### src/rtl/fcr_map.vh
// constants for the continuous main-array read front end
// Function
// - instruction: select falls, opcode, then address
// - each rising clock edge shifts opcode and address in
// - all fields and data travel msb first
// - buffer byte chosen by eleven-bit offset
// - array byte: thirteen-bit page, eleven-bit offset
// - four clocking modes, category chosen by opcode
// - opcode 68H or E8H plus three address bytes
// - top thirteen bits page, low eleven offset
// - four serial or sixty parallel dummy bytes
// - after dummies each clock drives read data
// - address counter advances during data output
// - page end rolls to next page, no gap
// - array end wraps to page zero, no gap
// - select rising ends read, outputs released
// - read uses main array, buffers untouched
`ifndef FCR_MAP_VH
`define FCR_MAP_VH

// opcodes
`define FCR_OP_CAR_CLKPOL 8'h68
`define FCR_OP_CAR_SPI 8'hE8

// address field layout inside the 24-bit sequence
`define FCR_ADDR_W 24
`define FCR_PAGE_W 13
`define FCR_OFFS_W 11
`define FCR_PAGE_MSB 23
`define FCR_PAGE_LSB 11
`define FCR_OFFS_MSB 10
`define FCR_OFFS_LSB 0
`define FCR_BUF_OFFS_W 11

// array geometry
`define FCR_PAGE_LAST_BYTE 11'h041F
`define FCR_PAGE_RST 13'h0000
`define FCR_OFFS_RST 11'h000

// phase lengths in bytes
`define FCR_ADDR_BYTES 6'h03
`define FCR_DUMMY_SER_BYTES 6'h04
`define FCR_DUMMY_PAR_BYTES 6'h3C

// interface select level that picks the serial lines
`define FCR_ISEL_SERIAL 1'b1

`endif

### src/rtl/fcr_sync.v
// two-flop synchroniser for a bundle of pin inputs
`timescale 1ns/1ns
module fcr_sync #(
    parameter WIDTH = 1
) (
    // clock and reset
    input wire clk_in,
    input wire rst_in,
    // pins and their synchronised copies
    input wire [WIDTH-1:0] async_in,
    output wire [WIDTH-1:0] sync_out
);
    reg [WIDTH-1:0] meta_q;
    reg [WIDTH-1:0] sync_q;

    genvar i;
    generate
        for (i = 0; i < WIDTH; i = i + 1) begin : g_bit
            always @(posedge clk_in or posedge rst_in) begin
                if (rst_in) begin
                    meta_q[i] <= 1'b0;
                    sync_q[i] <= 1'b0;
                end else begin
                    meta_q[i] <= async_in[i];
                    sync_q[i] <= meta_q[i];
                end
            end
        end
    endgenerate

    assign sync_out = sync_q;
endmodule

### src/rtl/fcr_top.v
// command front end and continuous main-array read path
`timescale 1ns/1ns
`include "fcr_map.vh"
module fcr_top (
    // clock and reset
    input wire clk_in,
    input wire rst_in,
    // host pins
    input wire cs_n_in,
    input wire sck_in,
    input wire si_in,
    input wire interface_select_in,
    input wire [7:0] parallel_data_lines_in,
    output reg so_out,
    output reg so_oe_out,
    output reg [7:0] parallel_data_lines_out,
    output reg parallel_data_lines_oe_out,
    // main array read port
    output reg array_rd_out,
    output reg [`FCR_PAGE_W-1:0] array_page_out,
    output reg [`FCR_OFFS_W-1:0] array_offset_out,
    input wire [7:0] array_data_in
);
    localparam ST_IDLE = 3'd0;
    localparam ST_OPC = 3'd1;
    localparam ST_ADDR = 3'd2;
    localparam ST_DUMMY = 3'd3;
    localparam ST_DATA = 3'd4;
    localparam ST_IGNORE = 3'd5;

    // every pin passes two flops before any logic reads it
    wire [11:0] pins_s;
    fcr_sync #(
        .WIDTH(12)
    ) u_sync (
        .clk_in(clk_in),
        .rst_in(rst_in),
        .async_in({cs_n_in, sck_in, si_in, interface_select_in,
                   parallel_data_lines_in}),
        .sync_out(pins_s)
    );

    wire cs_n_s = pins_s[11];
    wire sck_s = pins_s[10];
    wire si_s = pins_s[9];
    wire isel_s = pins_s[8];
    wire [7:0] pd_s = pins_s[7:0];

    reg [2:0] state_q, state_d;
    reg sck_prev_q;
    reg cs_n_prev_q;
    reg serial_q, serial_d;
    reg spi_cat_q, spi_cat_d;
    reg [6:0] rx_q, rx_d;
    reg [2:0] rx_bit_q, rx_bit_d;
    reg [5:0] byte_cnt_q, byte_cnt_d;
    reg [15:0] addr_hi_q, addr_hi_d;
    reg [2:0] tx_bit_q, tx_bit_d;
    reg [7:0] tx_shift_q, tx_shift_d;
    reg so_d;
    reg so_oe_d;
    reg [7:0] pd_out_d;
    reg pd_oe_d;
    reg rd_d;
    reg [`FCR_PAGE_W-1:0] page_d;
    reg [`FCR_OFFS_W-1:0] offs_d;

    wire sck_rise = sck_s & ~sck_prev_q;
    wire sck_fall = ~sck_s & sck_prev_q;
    wire cs_fall = ~cs_n_s & cs_n_prev_q;

    // assembled byte this edge: shifted serial bits or the whole port
    wire [7:0] rx_byte = serial_q ? {rx_q, si_s} : pd_s;
    wire rx_done = serial_q ? (rx_bit_q == 3'd7) : 1'b1;
    wire [5:0] dummy_len = serial_q ? `FCR_DUMMY_SER_BYTES
                                    : `FCR_DUMMY_PAR_BYTES;
    // spi category updates on the falling edge, polarity category
    // on the rising edge; host samples on the opposite edge
    wire out_edge = spi_cat_q ? sck_fall : sck_rise;
    // full 24-bit address as it lands with the third address byte
    wire [`FCR_ADDR_W-1:0] addr_full = {addr_hi_q, rx_byte};

    always @(posedge clk_in or posedge rst_in) begin
        if (rst_in) begin
            // match the synchroniser's reset level so that no false
            // select edge follows reset
            sck_prev_q <= 1'b0;
            cs_n_prev_q <= 1'b0;
        end else begin
            sck_prev_q <= sck_s;
            cs_n_prev_q <= cs_n_s;
        end
    end

    always @* begin
        state_d = state_q;
        serial_d = serial_q;
        spi_cat_d = spi_cat_q;
        rx_d = rx_q;
        rx_bit_d = rx_bit_q;
        byte_cnt_d = byte_cnt_q;
        addr_hi_d = addr_hi_q;
        tx_bit_d = tx_bit_q;
        tx_shift_d = tx_shift_q;
        so_d = so_out;
        so_oe_d = so_oe_out;
        pd_out_d = parallel_data_lines_out;
        pd_oe_d = parallel_data_lines_oe_out;
        rd_d = array_rd_out;
        page_d = array_page_out;
        offs_d = array_offset_out;

        if (cs_n_s) begin
            // released select aborts at once, whatever the phase
            state_d = ST_IDLE;
            so_oe_d = 1'b0;
            pd_oe_d = 1'b0;
            rd_d = 1'b0;
        end else if (cs_fall) begin
            // a new instruction starts only on the select edge
            state_d = ST_OPC;
            serial_d = (isel_s == `FCR_ISEL_SERIAL);
            rx_bit_d = 3'd0;
            byte_cnt_d = 6'h00;
            tx_bit_d = 3'd0;
        end else begin
            case (state_q)
                ST_OPC, ST_ADDR, ST_DUMMY: begin
                    if (sck_rise) begin
                        // bits arrive msb first on the serial line
                        rx_d = rx_byte[6:0];
                        rx_bit_d = rx_bit_q + 3'd1;
                        if (rx_done) begin
                            byte_cnt_d = byte_cnt_q + 6'h01;
                            if (state_q == ST_OPC) begin
                                byte_cnt_d = 6'h00;
                                if (rx_byte == `FCR_OP_CAR_CLKPOL ||
                                    rx_byte == `FCR_OP_CAR_SPI) begin
                                    state_d = ST_ADDR;
                                    spi_cat_d = (rx_byte ==
                                        `FCR_OP_CAR_SPI);
                                end else begin
                                    // other commands live elsewhere
                                    state_d = ST_IGNORE;
                                end
                            end else if (state_q == ST_ADDR) begin
                                addr_hi_d = addr_full[15:0];
                                if (byte_cnt_q ==
                                    `FCR_ADDR_BYTES - 6'h01) begin
                                    state_d = ST_DUMMY;
                                    byte_cnt_d = 6'h00;
                                    page_d = addr_full[`FCR_PAGE_MSB:
                                        `FCR_PAGE_LSB];
                                    offs_d = addr_full[`FCR_OFFS_MSB:
                                        `FCR_OFFS_LSB];
                                    // only the main array is addressed
                                    rd_d = 1'b1;
                                end
                            end else if (byte_cnt_q ==
                                         dummy_len - 6'h01) begin
                                state_d = ST_DATA;
                                tx_bit_d = 3'd0;
                                so_d = 1'b0;
                                so_oe_d = serial_q;
                                pd_oe_d = ~serial_q;
                            end
                        end
                    end
                end
                ST_DATA: begin
                    if (out_edge) begin
                        if (serial_q) begin
                            tx_bit_d = tx_bit_q + 3'd1;
                            if (tx_bit_q == 3'd0) begin
                                so_d = array_data_in[7];
                                tx_shift_d = {array_data_in[6:0], 1'b0};
                            end else begin
                                so_d = tx_shift_q[7];
                                tx_shift_d = {tx_shift_q[6:0], 1'b0};
                            end
                        end else begin
                            pd_out_d = array_data_in;
                        end
                        // step once the current byte is captured so
                        // the next byte is ready before it is needed
                        if (!serial_q || tx_bit_q == 3'd0) begin
                            if (array_offset_out ==
                                `FCR_PAGE_LAST_BYTE) begin
                                offs_d = `FCR_OFFS_RST;
                                // last page rolls over to page zero
                                page_d = array_page_out +
                                    {{(`FCR_PAGE_W-1){1'b0}},
                                     1'b1};
                            end else begin
                                offs_d = array_offset_out +
                                    {{(`FCR_OFFS_W-1){1'b0}},
                                     1'b1};
                            end
                        end
                    end
                end
                ST_IGNORE: begin
                    state_d = ST_IGNORE;
                end
                default: begin
                    state_d = ST_IDLE;
                end
            endcase
        end
    end

    always @(posedge clk_in or posedge rst_in) begin
        if (rst_in) begin
            state_q <= ST_IDLE;
            serial_q <= 1'b1;
            spi_cat_q <= 1'b0;
            rx_q <= 7'h00;
            rx_bit_q <= 3'd0;
            byte_cnt_q <= 6'h00;
            addr_hi_q <= 16'h0000;
            tx_bit_q <= 3'd0;
            tx_shift_q <= 8'h00;
            so_out <= 1'b0;
            so_oe_out <= 1'b0;
            parallel_data_lines_out <= 8'h00;
            parallel_data_lines_oe_out <= 1'b0;
            array_rd_out <= 1'b0;
            array_page_out <= `FCR_PAGE_RST;
            array_offset_out <= `FCR_OFFS_RST;
        end else begin
            state_q <= state_d;
            serial_q <= serial_d;
            spi_cat_q <= spi_cat_d;
            rx_q <= rx_d;
            rx_bit_q <= rx_bit_d;
            byte_cnt_q <= byte_cnt_d;
            addr_hi_q <= addr_hi_d;
            tx_bit_q <= tx_bit_d;
            tx_shift_q <= tx_shift_d;
            so_out <= so_d;
            so_oe_out <= so_oe_d;
            parallel_data_lines_out <= pd_out_d;
            parallel_data_lines_oe_out <= pd_oe_d;
            array_rd_out <= rd_d;
            array_page_out <= page_d;
            array_offset_out <= offs_d;
        end
    end
endmodule

### config.mk
export PLATFORM = sky130hd
export DESIGN_NAME = fcr_top
export DESIGN_NICKNAME = d
export VERILOG_FILES = /design/src/rtl/fcr_sync.v /design/src/rtl/fcr_top.v
export VERILOG_INCLUDE_DIRS = /design/src /design/src/rtl
export SDC_FILE = /design/constraint.sdc
export NUM_CORES = 1
export LEC_CHECK = 0
export BUFFER_PORTS_ARGS = -buffer_cell sky130_fd_sc_hd__buf_2
export CAP_MARGIN = 20
export CORE_UTILIZATION = 63
export CTS_CLUSTER_SIZE = 25
export DETAILED_ROUTE_END_ITERATION = 10
export GPL_ROUTABILITY_DRIVEN = 0
export PLACE_DENSITY = 0.95
export REMOVE_ABC_BUFFERS = 1
export SLEW_MARGIN = 20
export SYNTH_ARGS = -nofsm -noshare
export SYNTH_HDL_FRONTEND = slang
export SYNTH_HIERARCHICAL = 1
export SYNTH_SLANG_ARGS = --single-unit
### constraint.sdc
create_clock -name clk_in -period 6.9 [get_ports clk_in]
set_clock_uncertainty 0.2 [all_clocks]
set_input_delay 1.38 -clock clk_in [delete_from_list [all_inputs] [get_ports clk_in]]
set_output_delay 1.38 -clock clk_in [all_outputs]
set_load 0.005 [all_outputs]
* Yosys cells after proc, flatten, opt, wreduce, memory -nomap -nowiden
Index checks and enable logic that the tools add are counted.
** Word-level totals
- Word-level logic and storage cells :: 210
- Register bits :: 110
- Output and inout bits :: 36
- Bits of input ports :: 22
** Operators by class
- Reduce and logical (&&, ||, !) cells :: 31
- Bitwise gates (word level) :: 9
- Mux-type cells :: 85
- Equality and inequality tests :: 37
- Add/sub/neg operators :: 6
** Operators by type and width (count)
- $mux W13 :: 8
- $mux W11 :: 8
- $mux W3 :: 20
- $mux W6 :: 8
- $mux W1 :: 34
- $reduce_and A7 Y1 :: 4
- $pmux W13 S2 :: 1
- $ne A2 B2 Y1 const B :: 11
- $pmux W11 S2 :: 1
- $ne A3 B3 Y1 const B :: 7
- $reduce_and A10 Y1 :: 2
- $reduce_bool A2 Y1 :: 10
- $mux W8 :: 2
- $reduce_and A5 Y1 :: 3
- $add A13 B1 Y13 const B :: 1
- $ne A6 B5 Y1 const B :: 2
- $add A11 B1 Y11 const B :: 1
- $eq A11 B11 Y1 const B :: 1
- $reduce_and A11 Y1 :: 1
- $eq A3 B3 Y1 const B :: 3
- $pmux W3 S3 :: 1
- $reduce_and A9 Y1 :: 1
- $eq A8 B7 Y1 const B :: 1
- $eq A8 B8 Y1 const B :: 1
- 22 further kinds :: 36

* Longest topological paths before layout
Gate-level depths: netlist of the first run.
- Depth after elaboration :: 11
- Mapped depth :: 9
- Mapped depth without buffers :: 7

* Modules after synthesis
Netlist of the first run, hierarchy kept.
** Modules (own cells, without submodules)
- fcr_top :: seq. area each 2128.3 sq um, cells each 495, area each 4594.4 sq um, times used 1
- fcr_sync :: seq. area each 600.6 sq um, cells each 25, area each 604.3 sq um, times used 1

* Worst setup path after synthesis of the first run
OpenSTA, ideal clock, no wires.
- Path type :: flip-flop to flip-flop
- Start :: register serial_q
- End :: register tx_bit_q[2]
- Stages on the path, launching flop included :: 7
- Path slack :: 4.341 ns
- Library setup time :: 0.130 ns
- Arrival time :: 2.229 ns
- Data required time :: 6.570 ns
- Buffers on the path :: 1
- Clock period less this slack :: 2.559 ns
- Cells stage by stage :: dfstp_2 buf_2 or4b_2 a2111o_1 a211oi_1 o21a_1 o31ai_1
** Between the ends
- Longest elaborated chain between the ends :: 5
- Elaborated cells between the ends (all ways) :: 8
- Classes of those cells :: add/sub (1); eq/ne (4); mux (2); reduce/logical (1)
** RTL lines
- start: declaration :: line fcr_top.v:52 : reg serial_q, serial_d;
- start signal: assignment :: line fcr_top.v:232 : serial_q <= serial_d;
- $mux W6 (no line)
- $sub A6 B1 Y6 :: line fcr_top.v:160 : dummy_len - 6'h01) begin
- $eq A6 B6 Y1 :: line fcr_top.v:159 : end else if (byte_cnt_q ==
- $ne A3 B3 Y1 (no line)
- $reduce_and A9 Y1 (no line) *
- end signal: assignment :: line fcr_top.v:238 : tx_bit_q <= tx_bit_d;
- end: declaration :: line fcr_top.v:58 : reg [2:0] tx_bit_q, tx_bit_d;
Every way passes the cells marked *; elsewhere a longest branch is shown, timed or not.
A chain may end at the register's enable or synchronous reset.

* Worst setup path after layout of the first run
- Start :: register state_q[2]
- End :: register array_page_out[0]
** Between the ends
- Longest elaborated chain between the ends :: 4
- Elaborated cells between the ends (all ways) :: 16
- Classes of those cells :: eq/ne (12); mux (1); reduce/logical (3)
** RTL lines
- start: declaration :: line fcr_top.v:49 : reg [2:0] state_q, state_d;
- start signal: assignment :: line fcr_top.v:231 : state_q <= state_d;
- $eq A3 B1 Y1 (tied with other cells) :: line fcr_top.v:127, fcr_top.v:135
- $reduce_or A3 Y1 :: line fcr_top.v:127 : case (state_q)
- $ne A2 B2 Y1 (no line) / $reduce_bool A2 Y1 (equally long branches)
- $reduce_and A11 Y1 (no line)
- end signal: assignment :: line fcr_top.v:228 : array_page_out <= `FCR_PAGE_RST;
- end signal: assignment :: line fcr_top.v:245 : array_page_out <= page_d;
- end: declaration :: line fcr_top.v:20 : output reg [`FCR_PAGE_W-1:0] array_page_out,
Several ways; a longest one is shown, not always the timed one.

==> results of run 1 <==
[cells by family (layout without fill, tap and decap cells)]
logic type | Yosys count | count (layout) | synth area share, %
adders and majority gates | 8 | 8 | 1.925
muxes | 33 | 33 | 6.739
and+or+nand+nor | 169 | 169 | 16.13
buffers and inverters | 43 | 93 | 3.418
AOI/OAI and AO/OA | 158 | 158 | 19.30
DFF | 109 | 109 | 52.49
[registers in the layout, indices dropped and copies added (netlist names), 7 cells and up]
signal                   cells
addr_hi_q                   16
array_offset_out            11
array_page_out              13
parallel_data_lines_out      8
rx_q                         7
tx_shift_q                   7
u_sync/meta_q               12
u_sync/sync_out             12
[cell usage in the layout (no fill, tap or decap), drive strengths merged, types with 3 or more instances in the layout]
cell type    n
nor2        37
nor3b        3
nor2b        6
o21a         3
o31ai        6
nand2b      13
nor3        13
clkbuf       9
a21oi       48
o22ai        4
dfrtp      108
o21ai       51
ha           8
a31oi        8
nand4        6
clkinv       4
mux2i       17
or2          3
nand3       14
o41ai        4
mux2        16
a22o         4
buf         62
nand2       53
inv         17
a211oi       3
or3          7
a21boi       3
[routing by layer]
| metal | global-route usage, % | vias to the layer above | wire [um] |
|---|---|---|---|
| met2 | 46.38 | 203 | 5734 |
| met3 | 5.993 | 37 | 757 |
| li1 | - | 1970 | - |
| met5 | 0 | - | 0 |
| met1 | 36.56 | 2070 | 4636 |
| met4 | 10.90 | 0 | 267 |
[cell type report]
class                      instances  area [um^2]  share of cell area [%]
clock buffer                       9        123.9                   2.160
clock inverter                     6        62.56                   1.091
inverter                          16        61.31                   1.069
multi-input combinational        368         2303                   40.17
sequential                       109         2729                   47.59
tap                              102        127.6                   2.226
timing repair buffer              62        326.6                   5.695
[through the flow]
stage,instance area [um^2],cells
6_report,5734,672
5_1_grt,5734,672
4_1_cts,5725,672
3_5_place_dp,5539,657
3_3_place_gp,5539,657
2_1_floorplan,5081,493
[cell usage after synthesis, types with 3 or more instances]
| master | n |
|---|---|
| sky130_fd_sc_hd__dfrtp_1 | 108 |
| sky130_fd_sc_hd__nand2_1 | 53 |
| sky130_fd_sc_hd__o21ai_0 | 51 |
| sky130_fd_sc_hd__a21oi_1 | 45 |
| sky130_fd_sc_hd__nor2_1 | 37 |
| sky130_fd_sc_hd__clkbuf_1 | 17 |
| sky130_fd_sc_hd__mux2i_1 | 17 |
| sky130_fd_sc_hd__inv_1 | 16 |
| sky130_fd_sc_hd__mux2_2 | 16 |
| sky130_fd_sc_hd__nand3_1 | 14 |
| sky130_fd_sc_hd__nand2b_1 | 13 |
| sky130_fd_sc_hd__nor3_1 | 12 |
| sky130_fd_sc_hd__a31oi_1 | 8 |
| sky130_fd_sc_hd__ha_1 | 8 |
| sky130_fd_sc_hd__or3_1 | 7 |
| sky130_fd_sc_hd__nand4_1 | 6 |
| sky130_fd_sc_hd__nor2b_1 | 6 |
| sky130_fd_sc_hd__o31ai_1 | 6 |
| sky130_fd_sc_hd__a22o_1 | 4 |
| sky130_fd_sc_hd__buf_1 | 4 |
| sky130_fd_sc_hd__buf_2 | 4 |
| sky130_fd_sc_hd__o22ai_1 | 4 |
| sky130_fd_sc_hd__o41ai_1 | 4 |
| sky130_fd_sc_hd__a211oi_1 | 3 |
| sky130_fd_sc_hd__a21boi_0 | 3 |
| sky130_fd_sc_hd__a21oi_2 | 3 |
| sky130_fd_sc_hd__o21a_1 | 3 |
| sky130_fd_sc_hd__or2_2 | 3 |
[worst min-delay path by stage]
stage | start | to | cells after the start
2_1_floorplan | u_sync/meta_q[0] | u_sync/sync_out[0] | 0
3_3_place_gp | u_sync/meta_q[8] | u_sync/sync_out[8] | 0
3_5_place_dp | u_sync/meta_q[9] | u_sync/sync_out[9] | 0
4_1_cts | u_sync/meta_q[1] | u_sync/sync_out[1] | 0
5_1_grt | u_sync/meta_q[11] | u_sync/sync_out[11] | 0
6_report | u_sync/meta_q[9] | u_sync/sync_out[9] | 0
[critical path, stage by stage, from the launching register on]
cell	delay, ns
sky130_fd_sc_hd__dfrtp_1	0.65
sky130_fd_sc_hd__nor3b_4	0.26
sky130_fd_sc_hd__buf_4	0.41
sky130_fd_sc_hd__o21ai_0	0.35
sky130_fd_sc_hd__a2111oi_4	0.37
sky130_fd_sc_hd__buf_4	0.33
sky130_fd_sc_hd__a21boi_0	0.28
sky130_fd_sc_hd__mux2i_1	0.12
[power by group]
part | internal, mW | switching [mW]
combinational | 0.0844 | 0.109
sequential | 0.694 | 0.0668
clock | 0.167 | 0.213
total | 0.945 | 0.389
==> PnR_summary.wiki, run 1 <==
{| class="wikitable"
! Metric !! Value
|-
| Post-synthesis to final-layout area growth || 10.30%
|-
| Power density cells || 232.6 nW/um^2
|-
| CTS tree || done
|-
| Status || finished clean
|-
| RSZ-0062 raised after global routing || no
|-
| Final worst-path cycle share || approximately 45%
|-
| Fraction of post-synthesis cell area in the top cell type by area || 51.99%
|-
| Clock tree buffer depth || 2
|-
| Share of final-layout standard cells stronger than drive strength 1 || 19.47%
|-
| Worst EP required || 6.95 ns
|-
| Routed WL per cell || around 17 um
|-
| FF-to-FF End || array_page_out[0]
|-
| Final hold viol count || 0
|-
| IO buf count || 57
|-
| Crit path time final || between 3 and 4 ns
|-
| Max-slew violation count || 0
|-
| Post-Route Utilization || roughly 73%
|-
| Latest clock arrival within the worst-skew pair || around 0.38 ns
|-
| Share of synthesized flip-flops with an asynchronous set or reset || 100.0%
|-
| Maximum level of the CTS H-tree || 3
|-
| Path class of the lowest-slack min-delay path || register to register
|-
| Total Nets Final || 596
|-
| Final hold slack || approximately 0.16 ns
|-
| Type of origin of the critical path || register
|-
| Core area || about 8000 um^2
|-
| Yosys warnings || 6
|-
| Endpoint class of the critical path || register
|-
| Num Clock Sinks || 109
|-
| Library cell used as clock root buffer || sky130_fd_sc_hd__clkbuf_8
|-
| Number of distinct library cells after synthesis || between 60 and 70
|-
| Worst Path Class, Setup || register to register
|-
| First element of the critical path || state_q[2]
|-
| Antenna violations before repair || 0
|-
| Number of buffers inserted for hold repair after clock tree synthesis || 0
|-
| Total routed wirelength || 11,400 um
|-
| Floorplan die height || 92.84 um
|-
| Number of CTS-inserted buffers || 9
|-
| Arrival time worst endpoint || approximately 3.2 ns
|-
| Iteration-0 DRC Markers || between 600 and 700
|-
| Actual transition at the worst max-transition pin || roughly 0.96 ns
|-
| Number of setup buffers added after CTS || 0
|-
| Static leakage power || 2.582 nW
|-
| Post-CTS Resized || 0
|-
| Synth area leaders || sky130_fd_sc_hd__dfrtp_1 (52%), sky130_fd_sc_hd__o21ai_0 (4.9%), sky130_fd_sc_hd__a21oi_1 (4.3%), sky130_fd_sc_hd__nand2_1 (3.8%), sky130_fd_sc_hd__mux2_2 (3.5%)
|-
| Largest fanout of any net on the critical path || 48
|-
| Number of flops mapped to enable cells by yosys || 0
|-
| Final antenna diode count || 0
|-
| Setup TNS || 0 ns
|-
| Setup WS pre-CTS || 3.506 ns
|-
| Post-DRT Antenna Nets || 0
|-
| Total routing resource utilization after global routing || 28.16%
|-
| Mean area per synthesized cell || ~10 um^2
|-
| Post-DP HPWL || 7856 um
|-
| Rows || 32
|-
| Initial core utilization || 66.25%
|-
| Largest net degree at the start of global routing || 86
|-
| Upper clock frequency limit || approximately 320 MHz
|-
| Total power || roughly 1.3 mW
|-
| Area of the die || about 8600 um^2
|-
| Grt total ovfl || 0
|-
| Most instantiated flip-flop cell in the synthesis netlist || sky130_fd_sc_hd__dfrtp_1
|-
| Number of setup violations in the final report || 0
|-
| Io pins || just under 60
|-
| DRC errors left || 0
|-
| Cell area after technology mapping || 5199 um^2
|-
| Vias || 4,280
|-
| Count of state elements after synthesis || 109
|-
| Vias in the first global route || approximately 4k
|-
| Clk pin slew, worst setup/hold paths || 0.10 ns
|-
| Instance count of the mapped netlist || 520
|-
| Largest vdd supply drop || around 0.17 mV
|-
| Proportion of synthesized chip area in sequential cells || between 50% and 60%
|-
| Chip width || just over 90 um
|-
| Least setup slack across all paths after layout || 3.802 ns
|-
| FF-to-FF path depth || 7
|-
| End point of the critical path || array_page_out[0]
|-
| Average vias per placed instance || roughly 6.4
|-
| Number of violations of the max-capacitance limit || 0
|-
| Global-route wire length before repair || around 19,000 um
|-
| Worst slew margin || 35.83%
|-
| Number of detailed-routing iterations run before antenna repair || 5
|-
| Internal reg-to-reg setup slack || around 3.8 ns
|-
| Yosys top cell by area || sky130_fd_sc_hd__dfrtp_1
|-
| Launch point of the worst reg-to-reg path || state_q[2]
|-
| Number of filler cells placed in the layout || approximately 550
|}
No activity file was read; power rests on OpenSTA's default activity.
==> run 2, diff against run 1 <==
CORE_UTILIZATION = 58   (was 63)
PLACE_DENSITY = 0.89   (was 0.95)
clock period = 3.1 ns   (was 6.9 ns; I/O delays follow)
==> PnR_summary.wiki, run 2 (synthesis gave the netlist of run 1 again) <==
{| class="wikitable"
! Metric !! Value
|-
| Setup WS pre-CTS || approximately 0.45 ns
|-
| Total routed wirelength || approximately 11,000 um
|-
| Worst Path Class, Setup || register to register
|-
| Number of setup violations in the final report || 0
|-
| Most frequent standard cell in the layout excluding fill and tap cells || sky130_fd_sc_hd__dfrtp_1
|-
| RSZ-0062 raised after global routing || no
|-
| Type of origin of the critical path || register
|-
| Post-DP HPWL || just under 8000 um
|-
| Register containing the most flip-flops in the final layout || addr_hi_q
|-
| Launch point of the worst reg-to-reg path || array_offset_out[5]
|-
| Total routing resource utilization after global routing || between 20% and 30%
|-
| Clk pin slew, worst setup/hold paths || about 0.11 ns
|-
| Static leakage power || roughly 2.6 nW
|-
| Worst EP required || 3.19 ns
|-
| Total Nets Final || just over 600
|-
| Post-synthesis to final-layout area growth || 12.30%
|-
| Number of filler cells placed in the layout || approximately 660
|-
| Number of buffers inserted for hold repair after clock tree synthesis || 0
|-
| First element of the critical path || array_offset_out[5]
|-
| IO buf count || 57
|-
| Routed WL per cell || 16.48 um
|-
| Ordered list of cells on the worst path || or4b_4 > o41a_4 > a2111oi_4 > buf_4 > a21oi_1 > a31oi_1
|-
| Global-route wire length before repair || roughly 19,000 um
|-
| Largest fanout of any net on the critical path || 23
|-
| Area of the die || between 9000 and 10,000 um^2
|-
| Largest net degree at the start of global routing || 52
|-
| Status || finished clean
|-
| Io pins || 58
|-
| DP Area || roughly 5600 um^2
|-
| Final cell area excluding filler cells || 5838 um^2
|-
| Chip width || between 90 and 100 um
|-
| Number of violations of the max-capacitance limit || 0
|-
| Post-CTS Resized || 0
|-
| Least setup slack across all paths after layout || between 0.3 and 0.4 ns
|-
| Rows || 34
|-
| Number of CTS-inserted buffers || 9
|-
| Share of final-layout standard cells stronger than drive strength 1 || 20.75%
|-
| Grt total ovfl || 0
|-
| Power density cells || ~510 nW/um^2
|-
| Delay of the slowest critical-path stage || 0.58 ns
|-
| Final worst-path cycle share || 87.58%
|-
| Library cell used as clock root buffer || sky130_fd_sc_hd__clkbuf_8
|-
| Clock tree buffer depth || 2
|-
| Final antenna diode count || 0
|-
| Post-Route Utilization || between 60 and 70%
|-
| Leading registers by flop count || addr_hi_q: 16 flops, array_page_out: 13 flops
|-
| Latest clock arrival within the worst-skew pair || around 0.38 ns
|-
| Initial core utilization || between 50% and 60%
|-
| Worst slew margin || 45.23%
|-
| Max reg flops || 16
|-
| Num Clock Sinks || 109
|-
| Actual transition at the worst max-transition pin || roughly 0.82 ns
|-
| Slowest cell on crit path || sky130_fd_sc_hd__or4b_4
|-
| Largest vdd supply drop || 0.3115 mV
|-
| Average vias per placed instance || a little over 6
|-
| Iteration-0 DRC Markers || 339
|-
| Maximum level of the CTS H-tree || 3
|-
| Upper clock frequency limit || around 370 MHz
|-
| Endpoint class of the critical path || register
|-
| Arrival time worst endpoint || between 2 and 3 ns
|-
| Total power || 2.988 mW
|-
| Final hold viol count || 0
|-
| Vias in the first global route || 4,089
|-
| Core area || ~8700 um^2
|-
| Commonest cells after routing, fill and taps aside || sky130_fd_sc_hd__dfrtp_1 (108), sky130_fd_sc_hd__buf_2 (57), sky130_fd_sc_hd__nand2_1 (53), sky130_fd_sc_hd__o21ai_0 (51), sky130_fd_sc_hd__a21oi_1 (45)
|-
| Path class of the lowest-slack min-delay path || primary input to async pin
|-
| Antenna violations before repair || 0
|-
| Post-DRT Antenna Nets || 0
|-
| Number of detailed-routing iterations run before antenna repair || 6
|-
| Vias || between 4k and 5k
|-
| Crit path time final || between 2 and 3 ns
|-
| Floorplan die height || 96.68 um
|-
| DRC errors left || 0
|-
| CTS tree || done
|-
| Setup TNS || 0 ns
|-
| Max-slew violation count || 0
|-
| Number of setup buffers added after CTS || 0
|}
[run 2: area by class of cell]
type | instances | area (um^2) | area share, %
Sequential cell | 109 | 2729 | 46.74
Multi-Input combinational cell | 368 | 2298 | 39.37
Timing Repair Buffer | 74 | 425.4 | 7.287
Tap cell | 108 | 135.1 | 2.315
Clock buffer | 11 | 131.4 | 2.250
Inverter | 16 | 61.31 | 1.050
Clock inverter | 5 | 57.56 | 0.9859
[run 2: final timing paths]
| kind | to | depth (start not counted) | slack (ns) |
|---|---|---|---|
| worst min-delay path | parallel_data_lines_out[6] | 2 | 0.1 |
| worst max register to register | array_page_out[4] | 6 | 0.38 |
| worst max-delay path | array_page_out[4] | 6 | 0.38 |
| worst min register to register | u_sync/sync_out[0] | 0 | 0.15 |
| max in group asynchronous | array_rd_out | 3 | 1.92 |
| min in group clk_in | u_sync/meta_q[6] | 1 | 0.14 |
[run 2: worst max-delay path: cells and delay by family, from the launching register on]
family                 cells  cell delay [ns]
AO/OA/AOI/OAI              4             1.07
buffers and inverters      1             0.33
flip-flops                 1             0.44
AND/OR/NAND/NOR            1             0.58
[run 2: metrics by stage]
stage	instances	hold slack, ns
floorplan	493	0.1312
global placement	675	0.1318
detailed placement	675	0.1347
CTS	691	0.1082
global route	691	0.1196
finish	691	0.09996
[run 2: where the power goes]
part	switching, mW	internal [mW]
Sequential	0.131	1.54
Clock	0.476	0.378
Combinational	0.262	0.197
[run 2: routing by layer]
metal / vias up / routed length, um / track usage [%] / part of all wire [%]
li1: 1990 / - / - / -
met1: 2080 / 5036 / 33.76 / 44
met2: 175 / 5392 / 39.82 / 47
met3: 39 / 608 / 6.069 / 5.3
met4: 0 / 349 / 12.74 / 3.1
met5: - / 0 / 0 / 0
==> run 3, diff against run 2 <==
CELL_PAD_IN_SITES_DETAIL_PLACEMENT = 2   (was default)
CELL_PAD_IN_SITES_GLOBAL_PLACEMENT = 2   (was default)
CORE_UTILIZATION = 37   (was 58)
==> PnR_summary.wiki, run 3 (synthesis gave the netlist of run 1 again) <==
{| class="wikitable"
! Metric !! Value
|-
| Status || finished clean
|-
| Area of the die || ~15,000 um^2
|-
| Rows || 42
|-
| Endpoint class of the critical path || register
|-
| Average vias per placed instance || about 5.8
|-
| Vias || approximately 4.4k
|-
| Largest fanout of any net on the critical path || 20
|-
| Core area || approximately 13,000 um^2
|-
| Register containing the most flip-flops in the final layout || addr_hi_q
|-
| Most frequent standard cell in the layout excluding fill and tap cells || sky130_fd_sc_hd__dfrtp_1
|-
| Crit path time final || 2.818 ns
|-
| Largest net degree at the start of global routing || 55
|-
| Met3 track demand over resource || ~4.6%
|-
| Combinational cell fraction of total power || ~15%
|-
| Switching power as a share of total power || 31.92%
|-
| Total routing resource utilization after global routing || 24.17%
|-
| Final hold viol count || 0
|-
| Post-CTS Resized || 0
|-
| Max-slew violation count || 0
|-
| Power density cells || about 570 nW/um^2
|-
| Number of CTS-inserted buffers || 9
|-
| Share of final-layout standard cells stronger than drive strength 1 || about a fifth
|-
| Chip width || 120.5 um
|-
| DRC errors left || 0
|-
| Final hold slack || 0.1089 ns
|-
| GR peak layer || met2
|-
| Clock tree buffer depth || 2
|-
| Commonest cells after routing, fill and taps aside || sky130_fd_sc_hd__dfrtp_1 (108), sky130_fd_sc_hd__buf_2 (57), sky130_fd_sc_hd__nand2_1 (53), sky130_fd_sc_hd__o21ai_0 (51), sky130_fd_sc_hd__a21oi_1 (45)
|-
| Post-DP HPWL || about 11,000 um
|-
| Number of setup violations in the final report || 0
|-
| Total routed wirelength || 16,220 um
|-
| Arrival time worst endpoint || about 2.9 ns
|-
| Met2 demand-to-capacity share in global routing || between 40% and 50%
|-
| Initial core utilization || around two fifths
|-
| Static leakage power || ~2.7 nW
|-
| Library cell used as clock root buffer || sky130_fd_sc_hd__clkbuf_16
|-
| Largest vdd supply drop || ~0.50 mV
|-
| Delay of the slowest critical-path stage || just under 0.6 ns
|-
| Upper clock frequency limit || roughly 350 MHz
|-
| Leading registers by flop count || addr_hi_q: 16 flops, array_page_out: 13 flops
|-
| Int Power || around 2.3 mW
|-
| Relative contribution of the clock network to total power || between 30% and 40%
|-
| Type of origin of the critical path || register
|-
| Largest delay share family, worst path || compound AO/OA/AOI/OAI gates
|-
| Worst Path Class, Setup || register to register
|-
| Iteration-0 DRC Markers || around 150
|-
| Max reg flops || 16
|-
| Post-DRT Antenna Nets || 0
|-
| Maximum level of the CTS H-tree || 3
|-
| GR Layer Usage met1 || between 20% and 30%
|-
| Io pins || between 50 and 60
|-
| Clk pin slew, worst setup/hold paths || roughly 0.090 ns
|-
| Grt total ovfl || 0
|-
| Floorplan die height || around 120 um
|-
| Num Clock Sinks || approximately 110
|-
| Latest clock arrival within the worst-skew pair || 0.37 ns
|-
| Number of violations of the max-capacitance limit || 0
|-
| Slowest cell on crit path || sky130_fd_sc_hd__or4b_4
|-
| Routed WL per cell || ~21 um
|-
| Power dissipated by switching net loads || between 1 and 1.5 mW
|-
| Number of detailed-routing iterations run before antenna repair || 4
|-
| Path class of the lowest-slack min-delay path || primary input to async pin
|-
| Placed Cells || 744
|-
| Actual transition at the worst max-transition pin || a little over 0.9 ns
|-
| FF-to-FF path depth || 6
|-
| Critical path depth || 6
|-
| Final antenna diode count || 0
|-
| Worst slew margin || about two fifths
|-
| Post-synthesis to final-layout area growth || 16.73%
|-
| Final worst-path cycle share || roughly 91%
|-
| Worst EP required || ~3.2 ns
|-
| Sum of buffers and inverters on the critical path || 1
|-
| Antenna violations before repair || 0
|-
| Number of setup buffers added after CTS || 0
|-
| Total Nets Final || 609
|-
| Non-Filler Instances || 760
|-
| Number of buffers inserted for hold repair after clock tree synthesis || 0
|-
| Part of the power in registers || between 40% and 50%
|-
| Vias in the first global route || roughly 5k
|-
| CTS tree || done
|-
| RSZ-0062 raised after global routing || no
|-
| IO buf count || between 50 and 60
|-
| Ordered list of cells on the worst path || or4b_4 > o41a_4 > a2111oi_4 > buf_4 > a21oi_1 > a31oi_1
|-
| Global-route wire length before repair || between 20,000 and 30,000 um
|-
| Setup TNS || 0 ns
|}
-- run 3: cell count changes in the layout (fill, tap and decap cells not counted) --
| cell | change |
|---|---|
| sky130_fd_sc_hd__clkinv_4 | +1 |
| sky130_fd_sc_hd__inv_12 | +1 |
| sky130_fd_sc_hd__clkinv_8 | +4 |
| sky130_fd_sc_hd__clkinv_2 | -2 |
| sky130_fd_sc_hd__inv_6 | -2 |
| sky130_fd_sc_hd__inv_8 | +1 |
| sky130_fd_sc_hd__clkbuf_1 | -2 |
| sky130_fd_sc_hd__buf_4 | +1 |
| sky130_fd_sc_hd__clkbuf_8 | -9 |
| sky130_fd_sc_hd__bufinv_16 | -1 |
| sky130_fd_sc_hd__clkbuf_16 | +9 |
-- run 3: layout make-up --
type | instances | area, um^2
clock buffer | 9 | 225.2
clock inverter | 7 | 101.3
fill | 1470 | 7385
inverter | 16 | 61.31
multi-input combinational | 368 | 2298
sequential | 109 | 2729
tap | 176 | 220.2
timing repair buffer | 75 | 432.9
-- run 3: worst paths after layout --
check / slack (ns) / endpoint / startpoint
min: 0.11 / tx_shift_q[4] / rst_in
max: 0.28 / array_page_out[4] / array_offset_out[5]
max in group asynchronous: 1.88 / rx_q[3] / rst_in
min reg2reg: 0.15 / u_sync/sync_out[0] / u_sync/meta_q[0]
max reg2reg: 0.28 / array_page_out[4] / array_offset_out[5]
min in group clk_in: 0.15 / u_sync/meta_q[3] / parallel_data_lines_in[3]
-- run 3: power by group through the flow --
| stage | clock, mW | sequential, mW | combinational [mW] |
|---|---|---|---|
| 2_1_floorplan | 0 | 1.68 | 0.294 |
| 3_3_place_gp | 0 | 1.68 | 0.465 |
| 3_5_place_dp | 0 | 1.70 | 0.503 |
| 4_1_cts | 1.28 | 1.68 | 0.514 |
| 5_1_grt | 1.32 | 1.70 | 0.566 |
| 6_report | 1.25 | 1.68 | 0.509 |
-- run 3: per-layer routing --
metal  vias to the layer above  wire length (um)
li1                       1990                 -
met4                         0               446
met5                         -                 0
met3                        32               569
met2                       110              8474
met1                      2280              6732
-- run 3: stage by stage --
| stage | utilization [%] | power (mW) | setup WS (ns) | cell area, um^2 |
|---|---|---|---|---|
| floorplan | - | 1.974 | -0.9656 | 5081 |
| global placement | 42.68 | 2.149 | 0.4467 | 5742 |
| detailed placement | 42.68 | 2.205 | 0.3601 | 5742 |
| CTS | 45.11 | 3.475 | 0.3023 | 6068 |
| global route | 45.11 | 3.584 | 0.1940 | 6068 |
| finish | 45.11 | 3.434 | 0.2819 | 6068 |
